### config.mk
export PLATFORM = sky130hd
export DESIGN_NAME = counter_command_decoder
export DESIGN_NICKNAME = d
export VERILOG_FILES = /design/src/counter_lane.v /design/src/counter_command_decoder.v
export VERILOG_INCLUDE_DIRS = /design/src
export SDC_FILE = /design/constraint.sdc
export NUM_CORES = 1
export LEC_CHECK = 0
export BUFFER_PORTS_ARGS = -buffer_cell sky130_fd_sc_hd__buf_4
export CORE_ASPECT_RATIO = 2
export CORE_MARGIN = 5
export CORE_UTILIZATION = 50
export DETAILED_ROUTE_END_ITERATION = 6
export HOLD_SLACK_MARGIN = 0.05
export PLACE_DENSITY = 0.78
export SYNTH_ARGS = -nofsm -noshare
export SYNTH_HDL_FRONTEND = slang
export SYNTH_SLANG_ARGS = --single-unit
### constraint.sdc
create_clock -name i_clk -period 3.6 [get_ports i_clk]
set_input_delay 0.54 -clock i_clk [delete_from_list [all_inputs] [get_ports i_clk]]
set_output_delay 0.54 -clock i_clk [all_outputs]
set_load 0.05 [all_outputs]
### src/cmd_decoder_defs.vh
// Constants for the counter command decoder: opcode fields, codes and reset values.
// Included by bare name from the design files; definitions only.
`ifndef CMD_DECODER_DEFS_VH
`define CMD_DECODER_DEFS_VH
`define CMD_W            8
`define NUM_CNT          5
`define OP_HI            7
`define OP_LO            5
`define OP_POINTER       3'h0
`define OP_ARM           3'h1
`define OP_LOAD          3'h2
`define OP_LOAD_ARM      3'h3
`define OP_DISARM_SAVE   3'h4
`define OP_SAVE          3'h5
`define OP_DISARM        3'h6
`define OP_SINGLE        3'h7
`define SUB_HI           4
`define SUB_LO           3
`define SUB_CLR_TOGGLE   2'h0
`define SUB_SET_TOGGLE   2'h1
`define SUB_STEP         2'h2
`define SUB_SPECIAL      2'h3
`define NUM_HI           2
`define NUM_LO           0
`define NUM_MIN          3'h1
`define NUM_MAX          3'h5
`define GRP_BAD_A        3'h0
`define GRP_BAD_B        3'h6
`define ELEM_HI          4
`define ELEM_LO          3
`define LOW_SEQ          3'h0
`define LOW_FREQUENCY_OUTPUT         3'h6
`define LOW_WIDE         3'h7
`define SPC_PREF_ON      3'h0
`define SPC_PREF_OFF     3'h1
`define SPC_MRESET       3'h7
`define PTR_RST          5'h00
`define MASK_ZERO        5'h00
`endif

### src/counter_lane.v
// One counter's control lane: arm state, pending disarm and the reload selector.
// Assumes the terminal-count level comes from the counter datapath on the same clock.
`timescale 1ns/10ps
`include "cmd_decoder_defs.vh"
module counter_lane (
    input  wire i_clk,
    input  wire i_rst_b,
    input  wire i_arm,
    input  wire i_disarm,
    input  wire i_load,
    input  wire i_step,
    input  wire i_master_reset,
    input  wire i_terminal_count,
    input  wire i_reload_taken,
    output reg  o_armed,
    output reg  o_disarm_pending,
    output reg  o_reload_from_load
);
    // Leaving terminal count happens on a source edge, a load or a step.
    wire leave_tc = i_reload_taken | i_load | i_step;
    wire disarm_now = i_disarm | o_disarm_pending;

    // Arm wins over a disarm in the same command, as load-and-arm negates a disarm.
    always @(posedge i_clk or negedge i_rst_b) begin
        if (!i_rst_b) begin
            o_armed            <= 1'b0;
            o_disarm_pending   <= 1'b0;
            o_reload_from_load <= 1'b0;
        end else if (i_master_reset) begin
            o_armed            <= 1'b0;
            o_disarm_pending   <= 1'b0;
            o_reload_from_load <= 1'b0;
        end else begin
            if (i_arm) begin
                o_armed          <= 1'b1;
                o_disarm_pending <= 1'b0;
            end else if (disarm_now && i_terminal_count && !leave_tc) begin
                o_disarm_pending <= 1'b1;
            end else if (disarm_now) begin
                o_armed          <= 1'b0;
                o_disarm_pending <= 1'b0;
            end
            // Arming resets the selector so the first reload comes from hold.
            if (i_arm)
                o_reload_from_load <= 1'b0;
            else if (i_reload_taken)
                o_reload_from_load <= ~o_reload_from_load;
        end
    end
endmodule

### src/counter_command_decoder.v
// Command decoder for a five-counter timing controller.
// Assumes the control-port write strobe and byte are synchronous to i_clk.
`timescale 1ns/10ps
`include "cmd_decoder_defs.vh"
module counter_command_decoder #(
    parameter NCNT = `NUM_CNT
) (
    input  wire            i_clk,
    input  wire            i_rst_b,
    input  wire            i_cmd_write,
    input  wire [7:0]      i_cmd_data,
    input  wire [NCNT-1:0] i_terminal_count,
    input  wire [NCNT-1:0] i_reload_taken,
    input  wire [NCNT-1:0] i_count_direction_bit,
    output reg  [7:0]      o_command_entry,
    output reg  [NCNT-1:0] o_load_pulse,
    output reg  [NCNT-1:0] o_save_pulse,
    output reg  [NCNT-1:0] o_step_up_pulse,
    output reg  [NCNT-1:0] o_step_down_pulse,
    output wire [NCNT-1:0] o_armed,
    output wire [NCNT-1:0] o_disarm_pending,
    output wire [NCNT-1:0] o_reload_from_load,
    output reg  [NCNT-1:0] o_toggle_state,
    output reg  [1:0]      o_element_bits,
    output reg  [2:0]      o_group_bits,
    output reg             o_byte_pointer,
    output reg             o_pointer_load_pulse,
    output reg             o_pointer_sequencing_disable,
    output reg             o_freq_out_gate_off,
    output reg             o_wide_bus_select,
    output reg             o_write_prefetch,
    output reg             o_master_reset_pulse
);
    // Stage one: hold the written byte and a one-cycle decode strobe.
    reg cmd_valid_r;
    always @(posedge i_clk or negedge i_rst_b) begin
        if (!i_rst_b) begin
            o_command_entry <= 8'h00;
            cmd_valid_r     <= 1'b0;
        end else begin
            cmd_valid_r <= i_cmd_write;
            if (i_cmd_write)
                o_command_entry <= i_cmd_data;
        end
    end

    // Field views of the latched byte.
    wire [2:0]      op_field  = o_command_entry[`OP_HI:`OP_LO];
    wire [1:0]      sub_field = o_command_entry[`SUB_HI:`SUB_LO];
    wire [2:0]      low_field = o_command_entry[`NUM_HI:`NUM_LO];
    wire [NCNT-1:0] sel_mask  = o_command_entry[NCNT-1:0];
    wire            num_ok    = (low_field >= `NUM_MIN) && (low_field <= `NUM_MAX);
    wire            is_single = cmd_valid_r && (op_field == `OP_SINGLE);

    // One-hot decode of the counter number; out-of-range numbers select none.
    reg [NCNT-1:0] num_onehot;
    integer k;
    always @* begin
        num_onehot = {NCNT{1'b0}};
        for (k = 0; k < NCNT; k = k + 1)
            if (num_ok && (low_field == k + 1))
                num_onehot[k] = 1'b1;
    end

    // Mask-command decode; all selected lanes see their strobe in the same cycle.
    reg [NCNT-1:0] arm_m;
    reg [NCNT-1:0] disarm_m;
    reg [NCNT-1:0] load_m;
    reg [NCNT-1:0] save_m;
    reg [NCNT-1:0] step_m;
    reg [NCNT-1:0] tog_set_m;
    reg [NCNT-1:0] tog_clr_m;
    reg            ptr_load;
    reg            mreset;
    always @* begin
        arm_m     = {NCNT{1'b0}};
        disarm_m  = {NCNT{1'b0}};
        load_m    = {NCNT{1'b0}};
        save_m    = {NCNT{1'b0}};
        step_m    = {NCNT{1'b0}};
        tog_set_m = {NCNT{1'b0}};
        tog_clr_m = {NCNT{1'b0}};
        ptr_load  = 1'b0;
        mreset    = 1'b0;
        if (cmd_valid_r) begin
            case (op_field)
                `OP_POINTER: begin
                    // Groups 000 and 110 are reserved and leave the pointer alone.
                    ptr_load = (low_field != `GRP_BAD_A) && (low_field != `GRP_BAD_B);
                end
                `OP_ARM: begin
                    arm_m = sel_mask;
                end
                `OP_LOAD: begin
                    load_m = sel_mask;
                end
                `OP_LOAD_ARM: begin
                    load_m = sel_mask;
                    arm_m  = sel_mask;
                end
                `OP_DISARM_SAVE: begin
                    disarm_m = sel_mask;
                    save_m   = sel_mask;
                end
                `OP_SAVE: begin
                    save_m = sel_mask;
                end
                `OP_DISARM: begin
                    disarm_m = sel_mask;
                end
                `OP_SINGLE: begin
                    case (sub_field)
                        `SUB_SET_TOGGLE: tog_set_m = num_onehot;
                        `SUB_CLR_TOGGLE: tog_clr_m = num_onehot;
                        `SUB_STEP:       step_m    = num_onehot;
                        `SUB_SPECIAL:    mreset    = (low_field == `SPC_MRESET);
                        default:         step_m    = {NCNT{1'b0}};
                    endcase
                end
                default: begin
                    ptr_load = 1'b0;
                end
            endcase
        end
    end

    // Datapath strobes are registered pulses, one cycle each.
    always @(posedge i_clk or negedge i_rst_b) begin
        if (!i_rst_b) begin
            o_load_pulse         <= `MASK_ZERO;
            o_save_pulse         <= `MASK_ZERO;
            o_step_up_pulse      <= `MASK_ZERO;
            o_step_down_pulse    <= `MASK_ZERO;
            o_pointer_load_pulse <= 1'b0;
            o_master_reset_pulse <= 1'b0;
        end else begin
            o_load_pulse         <= load_m;
            o_save_pulse         <= save_m;
            o_step_up_pulse      <= step_m & i_count_direction_bit;
            o_step_down_pulse    <= step_m & ~i_count_direction_bit;
            o_pointer_load_pulse <= ptr_load;
            o_master_reset_pulse <= mreset;
        end
    end

    // Toggle flip-flops; master reset clears them as well.
    always @(posedge i_clk or negedge i_rst_b) begin
        if (!i_rst_b)
            o_toggle_state <= `MASK_ZERO;
        else if (mreset)
            o_toggle_state <= `MASK_ZERO;
        else
            o_toggle_state <= (o_toggle_state | tog_set_m) & ~tog_clr_m;
    end

    // Data pointer fields; the byte pointer is set on each accepted load.
    always @(posedge i_clk or negedge i_rst_b) begin
        if (!i_rst_b) begin
            {o_element_bits, o_group_bits} <= `PTR_RST;
            o_byte_pointer                 <= 1'b0;
        end else if (ptr_load) begin
            o_element_bits <= o_command_entry[`ELEM_HI:`ELEM_LO];
            o_group_bits   <= low_field;
            o_byte_pointer <= 1'b1;
        end
    end

    // Master-mode bits. Special codes share the toggle sub-fields with counter
    // numbers 0, 6 and 7, which is why those numbers never reach a toggle flip-flop.
    wire spc_set = is_single && (sub_field == `SUB_SET_TOGGLE);
    wire spc_clr = is_single && (sub_field == `SUB_CLR_TOGGLE);
    wire spc_top = is_single && (sub_field == `SUB_SPECIAL);
    always @(posedge i_clk or negedge i_rst_b) begin
        if (!i_rst_b) begin
            o_pointer_sequencing_disable <= 1'b0;
            o_freq_out_gate_off          <= 1'b0;
            o_wide_bus_select            <= 1'b0;
            o_write_prefetch             <= 1'b0;
        end else if (mreset) begin
            o_pointer_sequencing_disable <= 1'b0;
            o_freq_out_gate_off          <= 1'b0;
            o_wide_bus_select            <= 1'b0;
            o_write_prefetch             <= 1'b0;
        end else begin
            if ((spc_set || spc_clr) && low_field == `LOW_SEQ)
                o_pointer_sequencing_disable <= spc_set;
            if ((spc_set || spc_clr) && low_field == `LOW_FREQUENCY_OUTPUT)
                o_freq_out_gate_off <= spc_set;
            if ((spc_set || spc_clr) && low_field == `LOW_WIDE)
                o_wide_bus_select <= spc_set;
            if (spc_top && low_field == `SPC_PREF_ON)
                o_write_prefetch <= 1'b1;
            else if (spc_top && low_field == `SPC_PREF_OFF)
                o_write_prefetch <= 1'b0;
        end
    end

    // One control lane per counter.
    genvar g;
    generate
        for (g = 0; g < NCNT; g = g + 1) begin : lane
            counter_lane u_lane (
                .i_clk              (i_clk),
                .i_rst_b            (i_rst_b),
                .i_arm              (arm_m[g]),
                .i_disarm           (disarm_m[g]),
                .i_load             (load_m[g]),
                .i_step             (step_m[g]),
                .i_master_reset     (mreset),
                .i_terminal_count   (i_terminal_count[g]),
                .i_reload_taken     (i_reload_taken[g]),
                .o_armed            (o_armed[g]),
                .o_disarm_pending   (o_disarm_pending[g]),
                .o_reload_from_load (o_reload_from_load[g])
            );
        end
    endgenerate
endmodule

# ---- Word-level counts from Yosys, hierarchy flattened
# Cells that the tools add are included.
# W data, S select, Z words.
dict set report word_totals {
  register_bits 61
  input_bits 26
  out_inout_bits 60
  word_cells 233
}
dict set report classes {
  magnitude_cmp 2
  n_eq_ne 23
  mux 87
  bitwise 26
  reduce_logical 64
}
# cell count
set ops {}
lappend ops {{$mux W5} 18}
lappend ops {{$mux W1} 69}
lappend ops {{$reduce_bool A3 Y1} 12}
lappend ops {{$logic_and A1 B1 Y1} 26}
lappend ops {{$eq A3 B3 Y1 const B} 8}
lappend ops {{$reduce_bool A4 Y1} 5}
lappend ops {{$ne A3 B3 Y1 const B} 6}
lappend ops {{$and A5 B5 Y5} 3}
lappend ops {{$or A1 B1 Y1} 15}
lappend ops {{$eq A3 B2 Y1 const B} 4}
lappend ops {{$not A5 Y5} 2}
lappend ops {{$reduce_and A2 Y1} 5}
lappend ops {{$reduce_or A2 Y1} 4}
lappend ops {{$eq A3 B1 Y1 const B} 2}
lappend ops {{$logic_not A3 Y1} 2}
lappend ops {{$reduce_bool A2 Y1} 3}
lappend ops {{$logic_not A1 Y1} 5}
lappend ops {{$not A1 Y1} 5}
lappend ops {{$or A5 B5 Y5} 1}
lappend ops {{$eq A2 B2 Y1 const B} 2}
lappend ops {{$ge A3 B1 Y1 const B} 1}
lappend ops {{$le A3 B3 Y1 const B} 1}
lappend ops {{$eq A2 B1 Y1 const B} 1}
lappend ops {{$logic_not A2 Y1} 1}
lappend ops {{$logic_or A1 B1 Y1} 1}

# ---- Logic depth before layout (Yosys ltp)
dict set report logic_depth {
  word_depth 13
  mapped_depth 6
  ltp_nobuf 4
}

# ---- Hierarchy
# Synthesis repeated with hierarchy kept, for this count alone.
dict set report hier_totals {
  hier_cells 234
  area_unflattened_um2 2741.4
}
# module instances cells_per_inst area_each_um2 seq_area_each_um2
set modules_own_cells {}
lappend modules_own_cells {counter_command_decoder 1 179 2015.7 1151.1}
lappend modules_own_cells {counter_lane 5 11 145.1 75.1}

# ---- Worst setup path before layout
# No wires, ideal clock.
dict set report synth_path {
  kind {reg2reg}
  startpoint {register o_command_entry[4]}
  endpoint {register o_freq_out_gate_off}
  setup_ps 135
  arrival_time_ps 1839
  required_ps 3465
  setup_slack_ps 1626
  stages_incl_launch_ff 7
  path_buffers 2
  period_less_slack_ps 1974
  path_cell_list {dfrtp_1 buf_2 nand4_4 or4_1 buf_2 o311ai_0 o21ai_1}
}
dict set report synth_between {
  elab_chain_len 5
  elab_cells_between_ends 13
  cone_classes {2 x eq/ne; 5 x mux; 6 x reduce/logical}
}
# element line
set synth_rtl {}
lappend synth_rtl {{start: declaration} counter_command_decoder.v:15} ;# output reg [7:0] o_command_entry,
lappend synth_rtl {{start signal: assignment} counter_command_decoder.v:43} ;# o_command_entry <= i_cmd_data;
lappend synth_rtl {{$eq A2 B2 Y1, or another cell as far along} counter_command_decoder.v:112} ;# case (sub_field)
lappend synth_rtl {{$mux W1, or another cell as far along} counter_command_decoder.v:112}
lappend synth_rtl {{$mux W1 or $logic_or A1 B1 Y1 (tied branches)} {counter_command_decoder.v:86, counter_command_decoder.v:187}}
lappend synth_rtl {{$mux W1 or $logic_and A1 B1 Y1 (tied branches)} -}
lappend synth_rtl {{$mux W1 or $reduce_bool A2 Y1 (tied branches)} -}
lappend synth_rtl {{end signal: assignment} counter_command_decoder.v:188} ;# o_freq_out_gate_off <= spc_set;
lappend synth_rtl {{end: declaration} counter_command_decoder.v:29} ;# output reg o_freq_out_gate_off,
# Parallel ways exist; a longest one is shown, timed or not. The select of a mux whose other input is x is not followed.
# A chain may end at the register's enable or synchronous reset.

# ---- Worst setup path after layout
dict set report layout_path {
  startpoint {register o_command_entry[5]}
  endpoint {register o_freq_out_gate_off}
}
dict set report layout_between {
  elab_chain_len 6
  elab_cells_between_ends 11
  cone_classes {1 x eq/ne; 4 x mux; 6 x reduce/logical}
}
# element line
set layout_rtl {}
lappend layout_rtl {{$eq A3 B3 Y1 (*)} counter_command_decoder.v:86} ;# case (op_field)
lappend layout_rtl {{$logic_and A1 B1 Y1} counter_command_decoder.v:53} ;# wire is_single = cmd_valid_r && (op_field == `OP_SINGLE);
lappend layout_rtl {{$logic_and A1 B1 Y1 (on tied branches)} {counter_command_decoder.v:170, counter_command_decoder.v:171}}
lappend layout_rtl {{$logic_or A1 B1 Y1} counter_command_decoder.v:187} ;# if ((spc_set || spc_clr) && low_field == `LOW_FREQUENCY_OUTPUT)
lappend layout_rtl {{$logic_and A1 B1 Y1 (no source line)} -}
lappend layout_rtl {{$reduce_bool A2 Y1 (no source line)} -}
# Every way passes the cells marked *; elsewhere a longest branch is shown, timed or not. The select of a mux whose other input is x is not followed.

==> impl_metrics.ini <==
[run_status]
run_status = finished clean

[synthesis]
synth_seq_cells = 61
ys_seq_area_frac = 0.554
synthFlopType = dfrtp_1
synth_warnings = 0
syn_area_per_cell_um2 = 10.9
syn_inst = 254
synth_cell_types = 40
async_flop_share = 1.00
synth.cell_area_mm2 = 0.00276
synth_edf_count = 0
syn_nets = 280

[routing]
via_count = 2174
drt_iter0_drc = 141
drc_errors = 0
firstDrtPassIters = 4
ant_nets = 0
drt_wl_total_mm = 6.86
routed_via_density = 5.65
post_drt_wl_per_cell_um = 17.8

[global_routing]
grt_antenna_before_repair = 0
grt_pass1_wl_mm = 11.2
track_usage = 0.201
grt_overflow = 0
grt_max_degree = 62
grt_pass1_vias = 2184

[clock_tree]
clk_latency_ps = 340
cts_buffer_depth = 2
cts_resized = 0
numCtsBuffers = 9
cts_hold_buffers = 0
clock-sinks = 61
h-tree-depth = 3
cts_tree = built
path_clk_slew_ps = 60
cts_setup_buffers = 0
root_buffer = clkbuf_8

[timing]
fin_ws_ps = 1430
drv_slew = 0
setup_violations = 0
min_period_ps = 2170
clock_skew_ps = 6.55
finalHoldViolCount = 0
slew_headroom = 0.495
hold_slack_ps = 273
max_freq_ghz = 0.460
fin_crit_sh = 0.604
tightest_slew_ps = 757
rsz0062_at_grt = false
setup_tns_ps = 0

[flow_run]
max-cap-violations = 0

[worst_setup_path]
slowest_delay_ps = 760
crit_start = o_command_entry[5]$_DFFE_PN0P_
crit_slowest_cell = dfrtp_1
path_cells = nand4_4, or4_1, o311ai_0, o21ai_1
timing.rr.start = o_command_entry[5]$_DFFE_PN0P_
cp.arrival_ps = 2380
cp_max_fo = 19
startpoint_type = register
required_ps = 3810
crit_type = reg -> reg
worstSetupEndpointType = register
ff2ff_path_depth = 4

[floorplan]
die_h_um = 115
num_rows = 38
dieArea_mm2 = 0.00719
initial_utilization = 0.509
coreArea_mm2 = 0.00542
die_w_um = 62.5
ioPinCount = 86

[power]
power_mw = 2.08
powerDensity_mw_per_mm2 = 604
ir_drop_uv = 433
leakage_nw = 1.68

[cells_and_area]
multiInputGateArea_mm2 = 0.00102
seq_area_mm2 = 0.00153
design_area_mm2 = 0.00344
num-fill-cells = 462
fin_nets = 346
syn2layout_area_growth_pct = 24.9
antenna_cells = 0
drive_gt1_frac = 0.351

[placement]
port_buffers = 85
place.detailed.hpwl_mm = 4.96
placed_cell_area_mm2 = 0.00329
place_congestion = 0.835
preCtsSetupSlack_ps = 1490

[hold_path]
hold_class = in -> async
==> stage by stage <==
stage,util,cells
floorplan,-,254
global placement,0.607,369
detailed placement,0.607,369
CTS,0.636,385
global route,0.636,385
finish,0.636,385
==> path summary, 6_finish.rpt <==
| kind | endpoint | slack (ps) |
|---|---|---|
| max | o_freq_out_gate_off$_DFFE_PN0P_ | 1430 |
| min | o_command_entry[6]$_DFFE_PN0P_ | 270 |
| max reg2reg | o_freq_out_gate_off$_DFFE_PN0P_ | 1430 |
| min reg2reg | o_byte_pointer$_DFFE_PN0P_ | 470 |
| max in group asynchronous | o_step_up_pulse[0]$_DFF_PN0_ | 2830 |
| min in group i_clk | o_step_down_pulse[3]$_DFF_PN0_ | 350 |
==> report_power, final <==
part	internal (mW)	switching, mW
clock	0.249	0.245
sequential	0.781	0.0958
combinational	0.225	0.487
==> state kept, by name, indices dropped and copies added (netlist names) <==
name,cells
o_wide_bus_select,1
o_group_bits,3
o_pointer_load_pulse,1
o_write_prefetch,1
o_byte_pointer,1
o_command_entry,8
lane.u_lane.o_disarm_pending,5
o_save_pulse,5
o_freq_out_gate_off,1
o_pointer_sequencing_disable,1
o_step_up_pulse,5
lane.u_lane.o_reload_from_load,5
lane.u_lane.o_armed,5
o_toggle_state,5
o_load_pulse,5
o_element_bits,2
cmd_valid_r,1
o_step_down_pulse,5
o_master_reset_pulse,1
==> worst max-delay path: cells and delay by family (launching register included) <==
kind	cells	cell delay (ps)
and+or+nand+nor	2	980
DFF	1	760
AOI/OAI and AO/OA	2	300
==> logic make-up (layout without fill, tap and decap cells) <==
logic type,after synthesis,after routing,share of synthesized area
muxes,17,17,0.0667
AOI/OAI and AO/OA,38,38,0.0898
DFF,61,61,0.554
and+or+nand+nor,96,96,0.196
xor gates and xnor gates,5,5,0.0159
buffers and inverters,37,108,0.0780
==> layout by cell type (no fill, tap or decap), drive strengths merged, types with 4 or more instances in the layout <==
| cell | n |
|---|---|
| inv | 6 |
| nand2 | 13 |
| mux2 | 11 |
| a31oi | 4 |
| nand3 | 8 |
| buf | 86 |
| dfrtp | 61 |
| and3 | 4 |
| nor3b | 4 |
| nor4 | 9 |
| nor2 | 24 |
| a21oi | 5 |
| a21o | 4 |
| clkbuf | 14 |
| o21bai | 5 |
| mux2i | 6 |
| nand2b | 9 |
| nor3 | 5 |
| o21ai | 11 |
==> cell usage after synthesis, types with 5 or more instances <==
master | n | share of area
nor3_1 | 5 | 0.0091
nor2_1 | 24 | 0.033
nand3_1 | 8 | 0.015
o21bai_1 | 5 | 0.014
a21oi_1 | 5 | 0.0091
buf_2 | 7 | 0.013
nand2_1 | 13 | 0.018
nor4_1 | 9 | 0.020
clkbuf_1 | 6 | 0.0082
mux2i_1 | 6 | 0.022
buf_4 | 18 | 0.049
o21ai_0 | 10 | 0.018
mux2_2 | 11 | 0.045
nand2b_1 | 9 | 0.020
inv_1 | 6 | 0.0082
dfrtp_1 | 61 | 0.55
==> per-layer routing <==
| layer | vias up | routed length [µm] | global-route usage | part of all wire |
|---|---|---|---|---|
| met2 | 95 | 3750 | 0.347 | 0.55 |
| li1 | 1015 | - | - | - |
| met4 | 0 | 123 | 0.0921 | 0.018 |
| met5 | - | 0 | 0 | 0 |
| met1 | 1055 | 2500 | 0.225 | 0.37 |
| met3 | 9 | 478 | 0.0606 | 0.070 |
==> cell type report <==
cell class                      instances  area share
Sequential cell                        61       0.443
Multi-Input combinational cell        156       0.297
Timing Repair Buffer                   86       0.187
Clock buffer                           14      0.0414
Tap cell                               60      0.0218
Inverter                                6     0.00654
Clock inverter                          2     0.00291
No activity file was read; power rests on OpenSTA's default activity.
